## src/core/fmip_cfg.svh

```systemverilog
// What this block does
// RULE1: Selector low five bits give modulator slot minus carrier slot, modulo 32.
// RULE2: Sound stack holds output samples of slots 0 to 31, carrier included.
// RULE3: Selectors are 6 bits; top bit picks newest or previous generation.
// RULE4: Modulation value is the X sample plus the Y sample, divided by two.
// RULE5: Depth scales the averaged value; result offsets the phase read address.
// RULE6: Depth 0 to 4 gives no shift; 5 to F give 32 up to 32768.
// RULE7: Peak shift only at full-scale average; smaller values shift proportionally.
// RULE8: With zero offset the read phase advances only by the pitch step.
// RULE9: Shifts up to 1K words, depth A, pass without clipping.
// RULE10: Shifts beyond 1K words in magnitude are forced back to zero.
// RULE11: Applied offset keeps only ten valid address bits plus sign.
// RULE12: Each slot has exactly two modulation inputs and one output.
// RULE13: Sources come from the sound stack, allowing self and multi-stage feedback.
// RULE14: Software keeps three cycles of wave data around each FM waveform.
// RULE15: Each slot output becomes newest stack entry; old newest becomes previous.
`ifndef FMIP_CFG_SVH
`define FMIP_CFG_SVH

// ***************************************************************
// Widths and counts
// ***************************************************************
`define FMIP_NUM_SLOTS    32
`define FMIP_SLOT_W       5
`define FMIP_SAMPLE_W     16
`define FMIP_SEL_W        6
`define FMIP_SEL_GEN_BIT  5
`define FMIP_DEPTH_W      4
`define FMIP_OFFSET_W     11
`define FMIP_PHASE_W      26
`define FMIP_PHASE_FRAC   10
`define FMIP_STEP_W       16
`define FMIP_ADDR_W       16

// ***************************************************************
// Scaling and clipping
// ***************************************************************
`define FMIP_DEPTH_MIN    4'h5
`define FMIP_FULL_SHIFT   15
`define FMIP_SHIFT_HI     32'sh000003ff
`define FMIP_SHIFT_LO     -32'sh00000400

// ***************************************************************
// Reset values
// ***************************************************************
`define FMIP_SAMPLE_RST   16'h0000
`define FMIP_PHASE_RST    26'h0000000

`endif

```

## src/core/fmip_pkg.sv

```systemverilog
`include "fmip_cfg.svh"
package fmip_pkg;
  typedef logic        [`FMIP_SLOT_W-1:0]   fmip_slot_t;
  typedef logic signed [`FMIP_SAMPLE_W-1:0] fmip_sample_t;
  typedef logic        [`FMIP_DEPTH_W-1:0]  fmip_depth_t;
  typedef logic signed [`FMIP_OFFSET_W-1:0] fmip_offset_t;
  typedef logic        [`FMIP_PHASE_W-1:0]  fmip_phase_t;
  typedef logic        [`FMIP_ADDR_W-1:0]   fmip_addr_t;
  typedef struct packed {
    logic       newest;
    fmip_slot_t offset;
  } fmip_sel_s;
endpackage

```

## src/core/fmip_stack_if.sv

```systemverilog
`timescale 1ns/1ps
// Two read ports into the sound stack, X at index 0 and Y at index 1
interface fmip_stack_if;
  import fmip_pkg::*;
  fmip_slot_t   [1:0] rdSlot;
  logic         [1:0] rdNewest;
  fmip_sample_t [1:0] rdData;
  modport stack (
    input  rdSlot,
    input  rdNewest,
    output rdData
  );
  modport user (
    output rdSlot,
    output rdNewest,
    input  rdData
  );
endinterface

```

## src/core/fmip_mod_path.sv

```systemverilog
`timescale 1ns/1ps
`include "fmip_cfg.svh"
module fmip_mod_path
  import fmip_pkg::*;
(
  input  wire logic                       mclk,
  input  wire logic                       rst,
  input  wire logic                       slotStart,
  input  wire fmip_slot_t                 carrierSlot,
  input  wire logic [`FMIP_SEL_W-1:0]     modXSourceSelect,
  input  wire logic [`FMIP_SEL_W-1:0]     modYSourceSelect,
  input  wire fmip_depth_t                modulationDepth,
  input  wire logic [`FMIP_STEP_W-1:0]    pitchStep,
  input  wire logic                       phaseClear,
  input  wire logic                       sampleValid,
  input  wire fmip_slot_t                 sampleSlot,
  input  wire fmip_sample_t               sampleData,
  output logic                            readValid,
  output fmip_slot_t                      readSlot,
  output fmip_addr_t                      readAddr,
  output fmip_offset_t                    modOffset,
  output fmip_sample_t                    averagedModValue,
  output logic                            clipped
);
  // ***************************************************************
  // Selector decode
  // ***************************************************************
  fmip_sel_s  xSel;
  fmip_sel_s  ySel;
  fmip_slot_t xModSlot;
  fmip_slot_t yModSlot;

  // Selectors are fields: generation bit over a relative offset
  assign xSel = fmip_sel_s'(modXSourceSelect); // RULE3
  assign ySel = fmip_sel_s'(modYSourceSelect); // RULE3

  // Offset adds to the carrier and wraps at 32 slots
  always_comb begin
    xModSlot = fmip_slot_t'(carrierSlot + xSel.offset); // RULE1
    yModSlot = fmip_slot_t'(carrierSlot + ySel.offset); // RULE1
  end

  // ***************************************************************
  // Sound stack
  // ***************************************************************
  fmip_stack_if stk ();

  // Exactly two reads per carrier, X then Y
  assign stk.rdSlot[0]   = xModSlot; // RULE12
  assign stk.rdSlot[1]   = yModSlot; // RULE12
  assign stk.rdNewest[0] = xSel.newest;
  assign stk.rdNewest[1] = ySel.newest;

  // Any slot may feed back, itself included, since reads go via the stack
  fmip_sound_stack u_stack (
    .mclk   (mclk),
    .rst    (rst),
    .wrEn   (sampleValid), // RULE15
    .wrSlot (sampleSlot),
    .wrData (sampleData),
    .rd     (stk.stack) // RULE13
  );

  // ***************************************************************
  // Stage one: fetched samples
  // ***************************************************************
  logic                    s1Valid_q;
  logic                    s1Valid_d;
  fmip_slot_t              s1Slot_q;
  fmip_slot_t              s1Slot_d;
  fmip_depth_t             s1Depth_q;
  fmip_depth_t             s1Depth_d;
  logic [`FMIP_STEP_W-1:0] s1Step_q;
  logic [`FMIP_STEP_W-1:0] s1Step_d;
  logic                    s1Clear_q;
  logic                    s1Clear_d;
  fmip_sample_t            xInputSample_q;
  fmip_sample_t            xInputSample_d;
  fmip_sample_t            yInputSample_q;
  fmip_sample_t            yInputSample_d;

  // Settings are captured with the samples so they may change freely after
  always_comb begin
    s1Valid_d      = slotStart;
    s1Slot_d       = s1Slot_q;
    s1Depth_d      = s1Depth_q;
    s1Step_d       = s1Step_q;
    s1Clear_d      = s1Clear_q;
    xInputSample_d = xInputSample_q;
    yInputSample_d = yInputSample_q;
    if (slotStart) begin
      s1Slot_d       = carrierSlot;
      s1Depth_d      = modulationDepth;
      s1Step_d       = pitchStep;
      s1Clear_d      = phaseClear;
      xInputSample_d = stk.rdData[0]; // RULE13
      yInputSample_d = stk.rdData[1]; // RULE13
    end
  end

  always_ff @(posedge mclk) begin
    if (rst) begin
      s1Valid_q      <= 1'b0;
      s1Slot_q       <= '0;
      s1Depth_q      <= '0;
      s1Step_q       <= '0;
      s1Clear_q      <= 1'b0;
      xInputSample_q <= `FMIP_SAMPLE_RST;
      yInputSample_q <= `FMIP_SAMPLE_RST;
    end else begin
      s1Valid_q      <= s1Valid_d;
      s1Slot_q       <= s1Slot_d;
      s1Depth_q      <= s1Depth_d;
      s1Step_q       <= s1Step_d;
      s1Clear_q      <= s1Clear_d;
      xInputSample_q <= xInputSample_d;
      yInputSample_q <= yInputSample_d;
    end
  end

  // ***************************************************************
  // Averaging and depth scaling
  // ***************************************************************
  fmip_sample_t avgNow;
  fmip_offset_t shiftNow;
  logic         clipNow;

  // Depth A maps full scale to 1024 words, still inside the range
  fmip_depth_scale u_scale (
    .xSample    (xInputSample_q), // RULE4
    .ySample    (yInputSample_q), // RULE4
    .depth      (s1Depth_q), // RULE6
    .avgValue   (avgNow),
    .shiftValue (shiftNow), // RULE9
    .clipped    (clipNow)
  );

  // ***************************************************************
  // Per-slot phase accumulators
  // ***************************************************************
  fmip_phase_t phase_q [`FMIP_NUM_SLOTS];
  fmip_phase_t phase_d [`FMIP_NUM_SLOTS];
  fmip_phase_t curPhase;
  fmip_addr_t  phaseInt;

  assign curPhase = phase_q[s1Slot_q];
  assign phaseInt = curPhase[`FMIP_PHASE_W-1:`FMIP_PHASE_FRAC];

  // Phase grows by pitch alone; modulation never feeds back into it
  always_comb begin
    for (int i = 0; i < `FMIP_NUM_SLOTS; i++) begin
      phase_d[i] = phase_q[i];
    end
    if (s1Valid_q) begin
      if (s1Clear_q) begin
        phase_d[s1Slot_q] = `FMIP_PHASE_RST;
      end else begin
        phase_d[s1Slot_q] = fmip_phase_t'(curPhase + {10'h000, s1Step_q}); // RULE8
      end
    end
  end

  always_ff @(posedge mclk) begin
    for (int i = 0; i < `FMIP_NUM_SLOTS; i++) begin
      if (rst) begin
        phase_q[i] <= `FMIP_PHASE_RST;
      end else begin
        phase_q[i] <= phase_d[i];
      end
    end
  end

  // ***************************************************************
  // Stage two: read address out
  // ***************************************************************
  logic         readValid_q;
  logic         readValid_d;
  fmip_slot_t   readSlot_q;
  fmip_slot_t   readSlot_d;
  fmip_addr_t   readAddr_q;
  fmip_addr_t   readAddr_d;
  fmip_offset_t modOffset_q;
  fmip_offset_t modOffset_d;
  fmip_sample_t avg_q;
  fmip_sample_t avg_d;
  logic         clip_q;
  logic         clip_d;

  // Address is the unmodulated phase plus the signed shift, wrapping
  always_comb begin
    readValid_d = s1Valid_q;
    readSlot_d  = readSlot_q;
    readAddr_d  = readAddr_q;
    modOffset_d = modOffset_q;
    avg_d       = avg_q;
    clip_d      = clip_q;
    if (s1Valid_q) begin
      readSlot_d  = s1Slot_q;
      modOffset_d = shiftNow;
      avg_d       = avgNow;
      clip_d      = clipNow;
      if (s1Clear_q) begin
        readAddr_d = fmip_addr_t'({{5{shiftNow[`FMIP_OFFSET_W-1]}}, shiftNow}); // RULE5
      end else begin
        readAddr_d = fmip_addr_t'(phaseInt + {{5{shiftNow[`FMIP_OFFSET_W-1]}}, shiftNow}); // RULE5
      end
    end
  end

  always_ff @(posedge mclk) begin
    if (rst) begin
      readValid_q <= 1'b0;
      readSlot_q  <= '0;
      readAddr_q  <= '0;
      modOffset_q <= '0;
      avg_q       <= `FMIP_SAMPLE_RST;
      clip_q      <= 1'b0;
    end else begin
      readValid_q <= readValid_d;
      readSlot_q  <= readSlot_d;
      readAddr_q  <= readAddr_d;
      modOffset_q <= modOffset_d;
      avg_q       <= avg_d;
      clip_q      <= clip_d;
    end
  end

  assign readValid        = readValid_q;
  assign readSlot         = readSlot_q;
  assign readAddr         = readAddr_q;
  assign modOffset        = modOffset_q;
  assign averagedModValue = avg_q;
  assign clipped          = clip_q;
endmodule

```

## src/core/fmip_sound_stack.sv

```systemverilog
`timescale 1ns/1ps
`include "fmip_cfg.svh"
module fmip_sound_stack
  import fmip_pkg::*;
(
  input  wire logic         mclk,
  input  wire logic         rst,
  input  wire logic         wrEn,
  input  wire fmip_slot_t   wrSlot,
  input  wire fmip_sample_t wrData,
  fmip_stack_if.stack       rd
);
  // ***************************************************************
  // Two generations per slot
  // ***************************************************************
  fmip_sample_t newest_q [`FMIP_NUM_SLOTS]; // RULE2
  fmip_sample_t newest_d [`FMIP_NUM_SLOTS];
  fmip_sample_t prev_q   [`FMIP_NUM_SLOTS];
  fmip_sample_t prev_d   [`FMIP_NUM_SLOTS];

  // Write shifts newest into previous for that slot only
  always_comb begin
    for (int i = 0; i < `FMIP_NUM_SLOTS; i++) begin
      newest_d[i] = newest_q[i];
      prev_d[i]   = prev_q[i];
    end
    if (wrEn) begin
      prev_d[wrSlot]   = newest_q[wrSlot]; // RULE15
      newest_d[wrSlot] = wrData; // RULE15
    end
  end

  always_ff @(posedge mclk) begin
    for (int i = 0; i < `FMIP_NUM_SLOTS; i++) begin
      if (rst) begin
        newest_q[i] <= `FMIP_SAMPLE_RST;
        prev_q[i]   <= `FMIP_SAMPLE_RST;
      end else begin
        newest_q[i] <= newest_d[i];
        prev_q[i]   <= prev_d[i];
      end
    end
  end

  // ***************************************************************
  // Read ports
  // ***************************************************************
  // Reads see the stored value; a same-cycle write lands one edge later
  for (genvar p = 0; p < 2; p++) begin : g_rd
    assign rd.rdData[p] = rd.rdNewest[p] ? newest_q[rd.rdSlot[p]] : prev_q[rd.rdSlot[p]]; // RULE3
  end
endmodule

```

## src/core/fmip_depth_scale.sv

```systemverilog
`timescale 1ns/1ps
`include "fmip_cfg.svh"
module fmip_depth_scale
  import fmip_pkg::*;
(
  input  wire fmip_sample_t xSample,
  input  wire fmip_sample_t ySample,
  input  wire fmip_depth_t  depth,
  output fmip_sample_t      avgValue,
  output fmip_offset_t      shiftValue,
  output logic              clipped
);
  logic signed [`FMIP_SAMPLE_W:0] pairSum;
  logic signed [31:0]             wide;
  logic signed [31:0]             scaled;

  // ***************************************************************
  // Average, scale, clip
  // ***************************************************************
  // Sum kept one bit wider so the halving never overflows
  always_comb begin
    pairSum  = 17'(xSample) + 17'(ySample);
    avgValue = pairSum[`FMIP_SAMPLE_W:1]; // RULE4
    wide     = 32'(avgValue) <<< depth; // RULE7
    scaled   = wide >>> `FMIP_FULL_SHIFT; // RULE5
    if (depth < `FMIP_DEPTH_MIN) begin
      scaled = 32'sh0; // RULE6
    end
    // Ten magnitude bits only, so an out of range shift is zeroed
    clipped    = (scaled > `FMIP_SHIFT_HI) || (scaled < `FMIP_SHIFT_LO); // RULE10
    shiftValue = clipped ? '0 : scaled[`FMIP_OFFSET_W-1:0]; // RULE11
  end
endmodule

```

## config.mk

```make
export PLATFORM = sky130hd
export DESIGN_NAME = fmip_mod_path
export DESIGN_NICKNAME = d
export VERILOG_FILES = /design/src/core/fmip_pkg.sv /design/src/core/fmip_stack_if.sv /design/src/core/fmip_mod_path.sv /design/src/core/fmip_sound_stack.sv /design/src/core/fmip_depth_scale.sv
export VERILOG_INCLUDE_DIRS = /design/src /design/src/core
export SDC_FILE = /design/constraint.sdc
export NUM_CORES = 2
export LEC_CHECK = 0
export BUFFER_PORTS_ARGS = -buffer_cell sky130_fd_sc_hd__buf_2
export CELL_PAD_IN_SITES_DETAIL_PLACEMENT = 1
export CELL_PAD_IN_SITES_GLOBAL_PLACEMENT = 1
export CORE_MARGIN = 2
export CORE_UTILIZATION = 50
export DETAILED_ROUTE_END_ITERATION = 12
export PLACE_DENSITY_LB_ADDON = 0.1
export SLEW_MARGIN = 20
export SYNTH_ARGS = -nofsm -noshare
export SYNTH_HDL_FRONTEND = slang
export SYNTH_SLANG_ARGS = --single-unit
```

## constraint.sdc

```tcl
create_clock -name mclk -period 7.7 [get_ports mclk]
set_clock_uncertainty 0.1 [all_clocks]
set_input_delay 0 -clock mclk [delete_from_list [all_inputs] [get_ports mclk]]
set_output_delay 0 -clock mclk [all_outputs]
set_load 0.005 [all_outputs]
```

---- Word level (Yosys, flattened, before mapping) ----
Memories as Yosys holds them, arrays and structs flattened. A register that Yosys moved wholly into a read port is not among the register bits.
Index checks and enable logic that the tools add are counted.
operators by class
  shifts and indexed selects .............. 1
  add/sub/neg operators ................... 5
  reduce and logical (&&, ||, !) cells .... 3
  magnitude comparators ................... 7
  bitwise logic cells ..................... 100
  muxes and demuxes ....................... 117
operator list
  kind                    count
  $mux W832               2
  $mux W16                68
  $bwmux W512             2
  $mux W512               2
  $mux W26                33
  $and A832 B832 Y832     1
  $bwmux W832             1
  $not A832 Y832          1
  $demux W26 S5           1
  $or A1 B1 Y1            96
  $demux W16 S5           1
  $gt A32 B11 Y1 const B  1
  $lt A32 B11 Y1 const B  1
  $mux W32                1
  $sshl A16 B4 Y32        1
  $add A26 B16 Y26        1
  $add A16 B16 Y17        1
  $add A16 B16 Y16        1
  $ge A6 B6 Y1 const B    2
  $lt A6 B1 Y1 const B    2
  $not A5 Y6              2
  $mux W11                1
  $add A5 B5 Y5           2
  $mux W5                 2
  4 further kinds         7
storage, ports and cells
  output and inout port bits .............. 50
  input port bits ......................... 63
  bits in registers ....................... 109
  RAM bits ................................ 1856
  memories kept ........................... 3
memory list
  name              words  width  read ports  clocked after memory_dff  write ports  line                    text
  phase_q           32     26     33          1                         32           fmip_mod_path.sv:141    fmip_phase_t phase_q [`FMIP_NUM_SLOTS];
  u_stack.newest_q  32     16     35          0                         32           fmip_sound_stack.sv:16  fmip_sample_t newest_q [`FMIP_NUM_SLOTS];
  u_stack.prev_q    32     16     34          0                         32           fmip_sound_stack.sv:18  fmip_sample_t prev_q [`FMIP_NUM_SLOTS];

---- Depth between registers and ports, before layout ----
  word-level depth ........................ 10
  mapped depth ............................ 29

---- Modules after synthesis ----
Synthesis repeated with hierarchy kept, for this count alone.
second synthesis, totals
  cell total of the unflattened synthesis .. 11127
  area, all modules ....................... 99344.0 µm²
modules (own cells, without submodules)
  module            area an instance (µm²)  cells each  instances
  fmip_sound_stack  55544.5                 6186        1
  fmip_mod_path     41902.7                 4696        1
  fmip_depth_scale  1896.8                  245         1

---- Worst setup path before layout ----
No wires, ideal clock.
  kind .................................... register to register
  start point ............................. reg (tool-made name)
  end point ............................... mem phase_q[11][24] (netlist name)
  setup time .............................. 116 ps
  cell stages (with the launch flop) ...... 24
  data arrival time ....................... 6258 ps
  setup slack ............................. 1226 ps
  period minus slack after synthesis ...... 6474 ps
  cell sequence ........................... dfxtp_1 -> buf_2 -> buf_4 -> buf_2 -> buf_2 -> buf_2 -> buf_1 -> mux4_2 -> mux4_2 -> mux2_2 -> ha_1 -> fa_1 -> a21oi_1 -> o21bai_1 -> a21oi_1 -> o211ai_1 -> nand3_1 -> nand3_1 -> a41oi_1 -> nand3b_1 -> xor2_1 -> clkbuf_1 -> nor4_1 -> a31o_2
RTL lines
  item           line
  end, declared  fmip_mod_path.sv:141

---- Final worst setup path ----
  start point ............................. reg xInputSample_q[0]
  end point ............................... reg readAddr_q[14], in the netlist readAddr[14]
between the ends
  longest elaborated chain between the ends .. 8
RTL lines
  item                                                                      line                    text
  start, declared                                                           fmip_mod_path.sv:77     fmip_sample_t xInputSample_q;
  start signal, assigned                                                    fmip_mod_path.sv:108    xInputSample_q <= `FMIP_SAMPLE_RST;
  start signal, assigned                                                    fmip_mod_path.sv:116    xInputSample_q <= xInputSample_d;
  $add A16 B16 Y17 *                                                        fmip_depth_scale.sv:22  pairSum = 17'(xSample) + 17'(ySample);
  $sshl A16 B4 Y32 *                                                        fmip_depth_scale.sv:24  wide = 32'(avgValue) <<< depth;
  $mux W32 *                                                                fmip_depth_scale.sv:26  if (depth < `FMIP_DEPTH_MIN) begin
  $gt A32 B11 Y1 (no source line) / $lt A32 B11 Y1 (equally long branches)  -
  $logic_or A1 B1 Y1                                                        fmip_depth_scale.sv:30  clipped = (scaled > `FMIP_SHIFT_HI) || (scaled < `FMIP_SHIFT_LO);
  $mux W11 *                                                                fmip_depth_scale.sv:31  shiftValue = clipped ? '0 : scaled[`FMIP_OFFSET_W-1:0];
  named net shiftNow[0]                                                     fmip_mod_path.sv:125    fmip_offset_t shiftNow;
  $add A16 B16 Y16 *                                                        fmip_mod_path.sv:205    readAddr_d = fmip_addr_t'(phaseInt + {{5{shiftNow[`FMIP_OFFSET_W-1]}}, shiftNow});
  $mux W16 *                                                                fmip_mod_path.sv:202    if (s1Clear_q) begin
  end signal, assigned                                                      fmip_mod_path.sv:221    readAddr_q <= readAddr_d;
  end, declared                                                             fmip_mod_path.sv:180    fmip_addr_t readAddr_q;
Mark *: on every way through the listed nets, which the timed path passes. The rest lies on a longest branch.
A chain may end at the register's enable or synchronous reset.

==> summary.md <==
| Metric | Value |
|---|---|
| Clock Tree Root | `clkbuf_16` |
| Pin count of the biggest net entering global routing | `209` |
| Setup Viol. Count Final | `0` |
| Mux contribution to synthesized area | `0.260` |
| Residual DRC | `0` |
| Critical path type | `reg -> reg` |
| GRT Util Overall | `0.391` |
| Slew margin rel. | `0.142` |
| Most frequent cells in the layout | `nand2_1, dfxtp_1, a21oi_1` |
| TritonCTS Sinks | `1970` |
| Antenna-violating nets left | `0` |
| Leakage | `34.2 nW` |
| Port bufs | `112` |
| Cell taking the most area after synthesis | `dfxtp_1` |
| Antenna violations before repair | `17` |
| Max cap viols | `0` |
| Pwr Density | `215 nW/um^2` |
| Largest family of logic cells by synthesized area | `multiplexers` |
| Routed WL per cell | `31.8 um` |
| Final WL | `392000 um` |
| Final setup TNS | `0 ps` |
| Worst setup SP type | `flip-flop` |
| Hpwl dp | `235000 um` |
| Die footprint | `198000 sq um` |
| Crit path required time | `8430 ps` |
| Status | `complete, no violations` |
| Hold Vio Cnt, Final | `0` |
| Slew Viols, Final | `0` |
| Vias per cell | `6.80` |
| Maximum clock insertion buffer count | `3` |
| Syn Std Cell Area | `97100 sq um` |
| RD Place Congestion | `0.894` |
| Die Span X | `445 um` |
| Core Rows | `161` |
| Worst-margin pin slew | `1280 ps` |
| Xor and xnor area share after synthesis | `0.00478` |
| Global-route wire length before repair | `577000 um` |
| Minimum clock period after layout | `7070 ps` |
| CTS tree | `done` |
| Initial Utilization | `0.504` |
| Slowest-stage cell, CP | `a2111oi_1` |
| Tcrit/Tclk final | `0.918` |
| Commonest non-fill, non-tap cell in the layout | `nand2_1` |
| Yosys top cell area share | `0.406` |
| Proportion of layout cells with a drive suffix above 1 | `0.194` |
| Number of synthesized flops with an enable pin | `0` |
| Die height | `445 um` |
| Yosys warns | `0` |
| Clock latency on the worst-skew pair | `890 ps` |
| Synth Area in Compound Gates | `0.133` |
| Pre-CTS setup slack | `492 ps` |
| Layout net count | `9728` |
| Worst Reg-to-Reg Cells | `27` |
| Fmax | `0.141 GHz` |
| Post-route setup slack | `632 ps` |
| Worst hold stages | `4` |
| Synth-to-Final Area Change | `10.4%` |
| H-Tree Depth | `4` |
| HP Class | `in -> reg` |
| RSZ-0062 raised after global routing | `no` |
| Syn_area_per_cell | `9.67 sq um` |
| Grt ovf | `0` |
| Worst R2R Setup Slack | `630 ps` |
| Core Region | `193000 sq um` |
| Syn_nets | `10200` |
| Drt first pass iters | `5` |
| Worst VDD drop | `0.264 mV` |
| Clk slew on worst S/H paths | `80 ps` |
| CTS Buf Count | `211` |
| CP endpoint kind | `flip-flop` |
| Synth Area in Simple Gates | `0.145` |
| Routed vias | `83700` |
| Ports | `113` |
| Sequential area share after synthesis | `0.406` |
| Synth async-reset ratio | `0` |
| Mapped Cells | `10000` |
| Crit path max fanout | `8` |
| Cell variety after synth | `77` |
| Initial DRC Count | `9245` |
| Adder-cell share of the synthesized area | `0.00770` |
| Vias in the first global route | `86900` |
| Critical path arrival | `7800 ps` |
| Ys flop type | `dfxtp_1` |
| Worst path max stage delay | `550 ps` |
| Synth Register Bits | `1970` |
| Top cells by area, synth | `dfxtp_1, mux4_2, nand2_1` |
cell type report:
| type | instances | area [sq um] |
|---|---|---|
| repair buffers | 418 | 3430 |
| diodes | 8 | 20.0 |
| flip-flops and latches | 1970 | 39500 |
| clock buffers | 332 | 6380 |
| fillers | 20800 | 85600 |
| well taps | 2526 | 3160 |
| clock inverters | 48 | 519 |
| multi-input cells | 6978 | 54100 |
| inverters | 30 | 118 |
cell usage after synthesis, drive strengths merged (19+ instances only):
cell       n
a211oi   531
a21oi   1186
a22oi    159
and3      27
buf      153
clkbuf   915
dfxtp   1970
ha        51
inv       28
mux2      24
mux2i     98
mux4    1066
nand2   2285
nand3    185
nor2     884
nor3      26
o21ai     98
o22ai     41
or3       19
or4b      29
xnor2     39
worst max-delay path: cells and delay by family, from the launching register on:
| kind | cells | cell delay, ps |
|---|---|---|
| multiplexers | 1 | 230 |
| buffers and inverters | 3 | 230 |
| AO/OA/AOI/OAI | 15 | 4300 |
| AND/OR/NAND/NOR | 5 | 800 |
| flip-flops | 1 | 330 |
| adder cells (fa/ha/maj) | 3 | 1020 |
stage by stage:
stage	total power [mW]	hold WS, ps	util	area (sq um)	cells
floorplan	12.1	36.0	-	97100	10000
global placement	12.8	136	0.516	99500	11800
finish	23.1	50.8	0.556	107000	12300
CTS	23.1	17.4	0.556	107000	12300
global route	23.6	51.9	0.556	107000	12300
detailed placement	12.9	145	0.516	99500	11800
path summary, 6_finish.rpt:
| check | start | endpoint |
|---|---|---|
| hold reg to reg | phase_q[18][23] | phase_q[18][23] |
| hold / removal | slotStart | xInputSample_q[12] |
| setup / recovery | xInputSample_q[0] | readAddr[14] |
| setup reg to reg | xInputSample_q[0] | readAddr[14] |
metal layers:
metal / part of all wire / routed length, um / GRT usage
met1: 0.36 / 140000 / 0.454
met2: 0.48 / 186000 / 0.642
met3: 0.078 / 30600 / 0.0752
met4: 0.090 / 35200 / 0.297
met5: 0.00044 / 174 / 0
report_power, final:
group          leakage [nW]  total, mW  switching (mW)  internal, mW
clock                  3.41       10.3            4.42          5.91
combinational          14.9       2.34            1.54         0.799
sequential             15.9       10.4           0.119          10.3
total                  34.2       23.1            6.08          17.0
sequential cells by signal, indices dropped and copies added, names as in the netlist, named ones only:
signal and count:
phase_q 832, u_stack.newest_q 512, u_stack.prev_q 512, averagedModValue 16, readAddr 16, s1Step_q 16, xInputSample_q 16, yInputSample_q 16
modOffset 11, readSlot 5, s1Slot_q 5, s1Depth_q 4, clipped 1, readValid 1, readValid_d 1, s1Clear_q 1
logic make-up after synthesis:
| kind of cell | count (synthesis) |
|---|---|
| AOI/OAI and AO/OA | 2145 |
| adders and majority gates | 57 |
| and+or+nand+nor | 3535 |
| buffers and inverters | 1098 |
| muxes | 1188 |
| DFF | 1970 |
| xor gates and xnor gates | 53 |
repair_timing:
action / CTS / global route
hold endpoints to repair: 881 / 0
hold buffers: 75 / 0
endpoints found under the setup margin: 0 / 2
buffers inserted: 0 / 0
resized for setup: 0 / 2
Power figures use the tool's default switching activity.
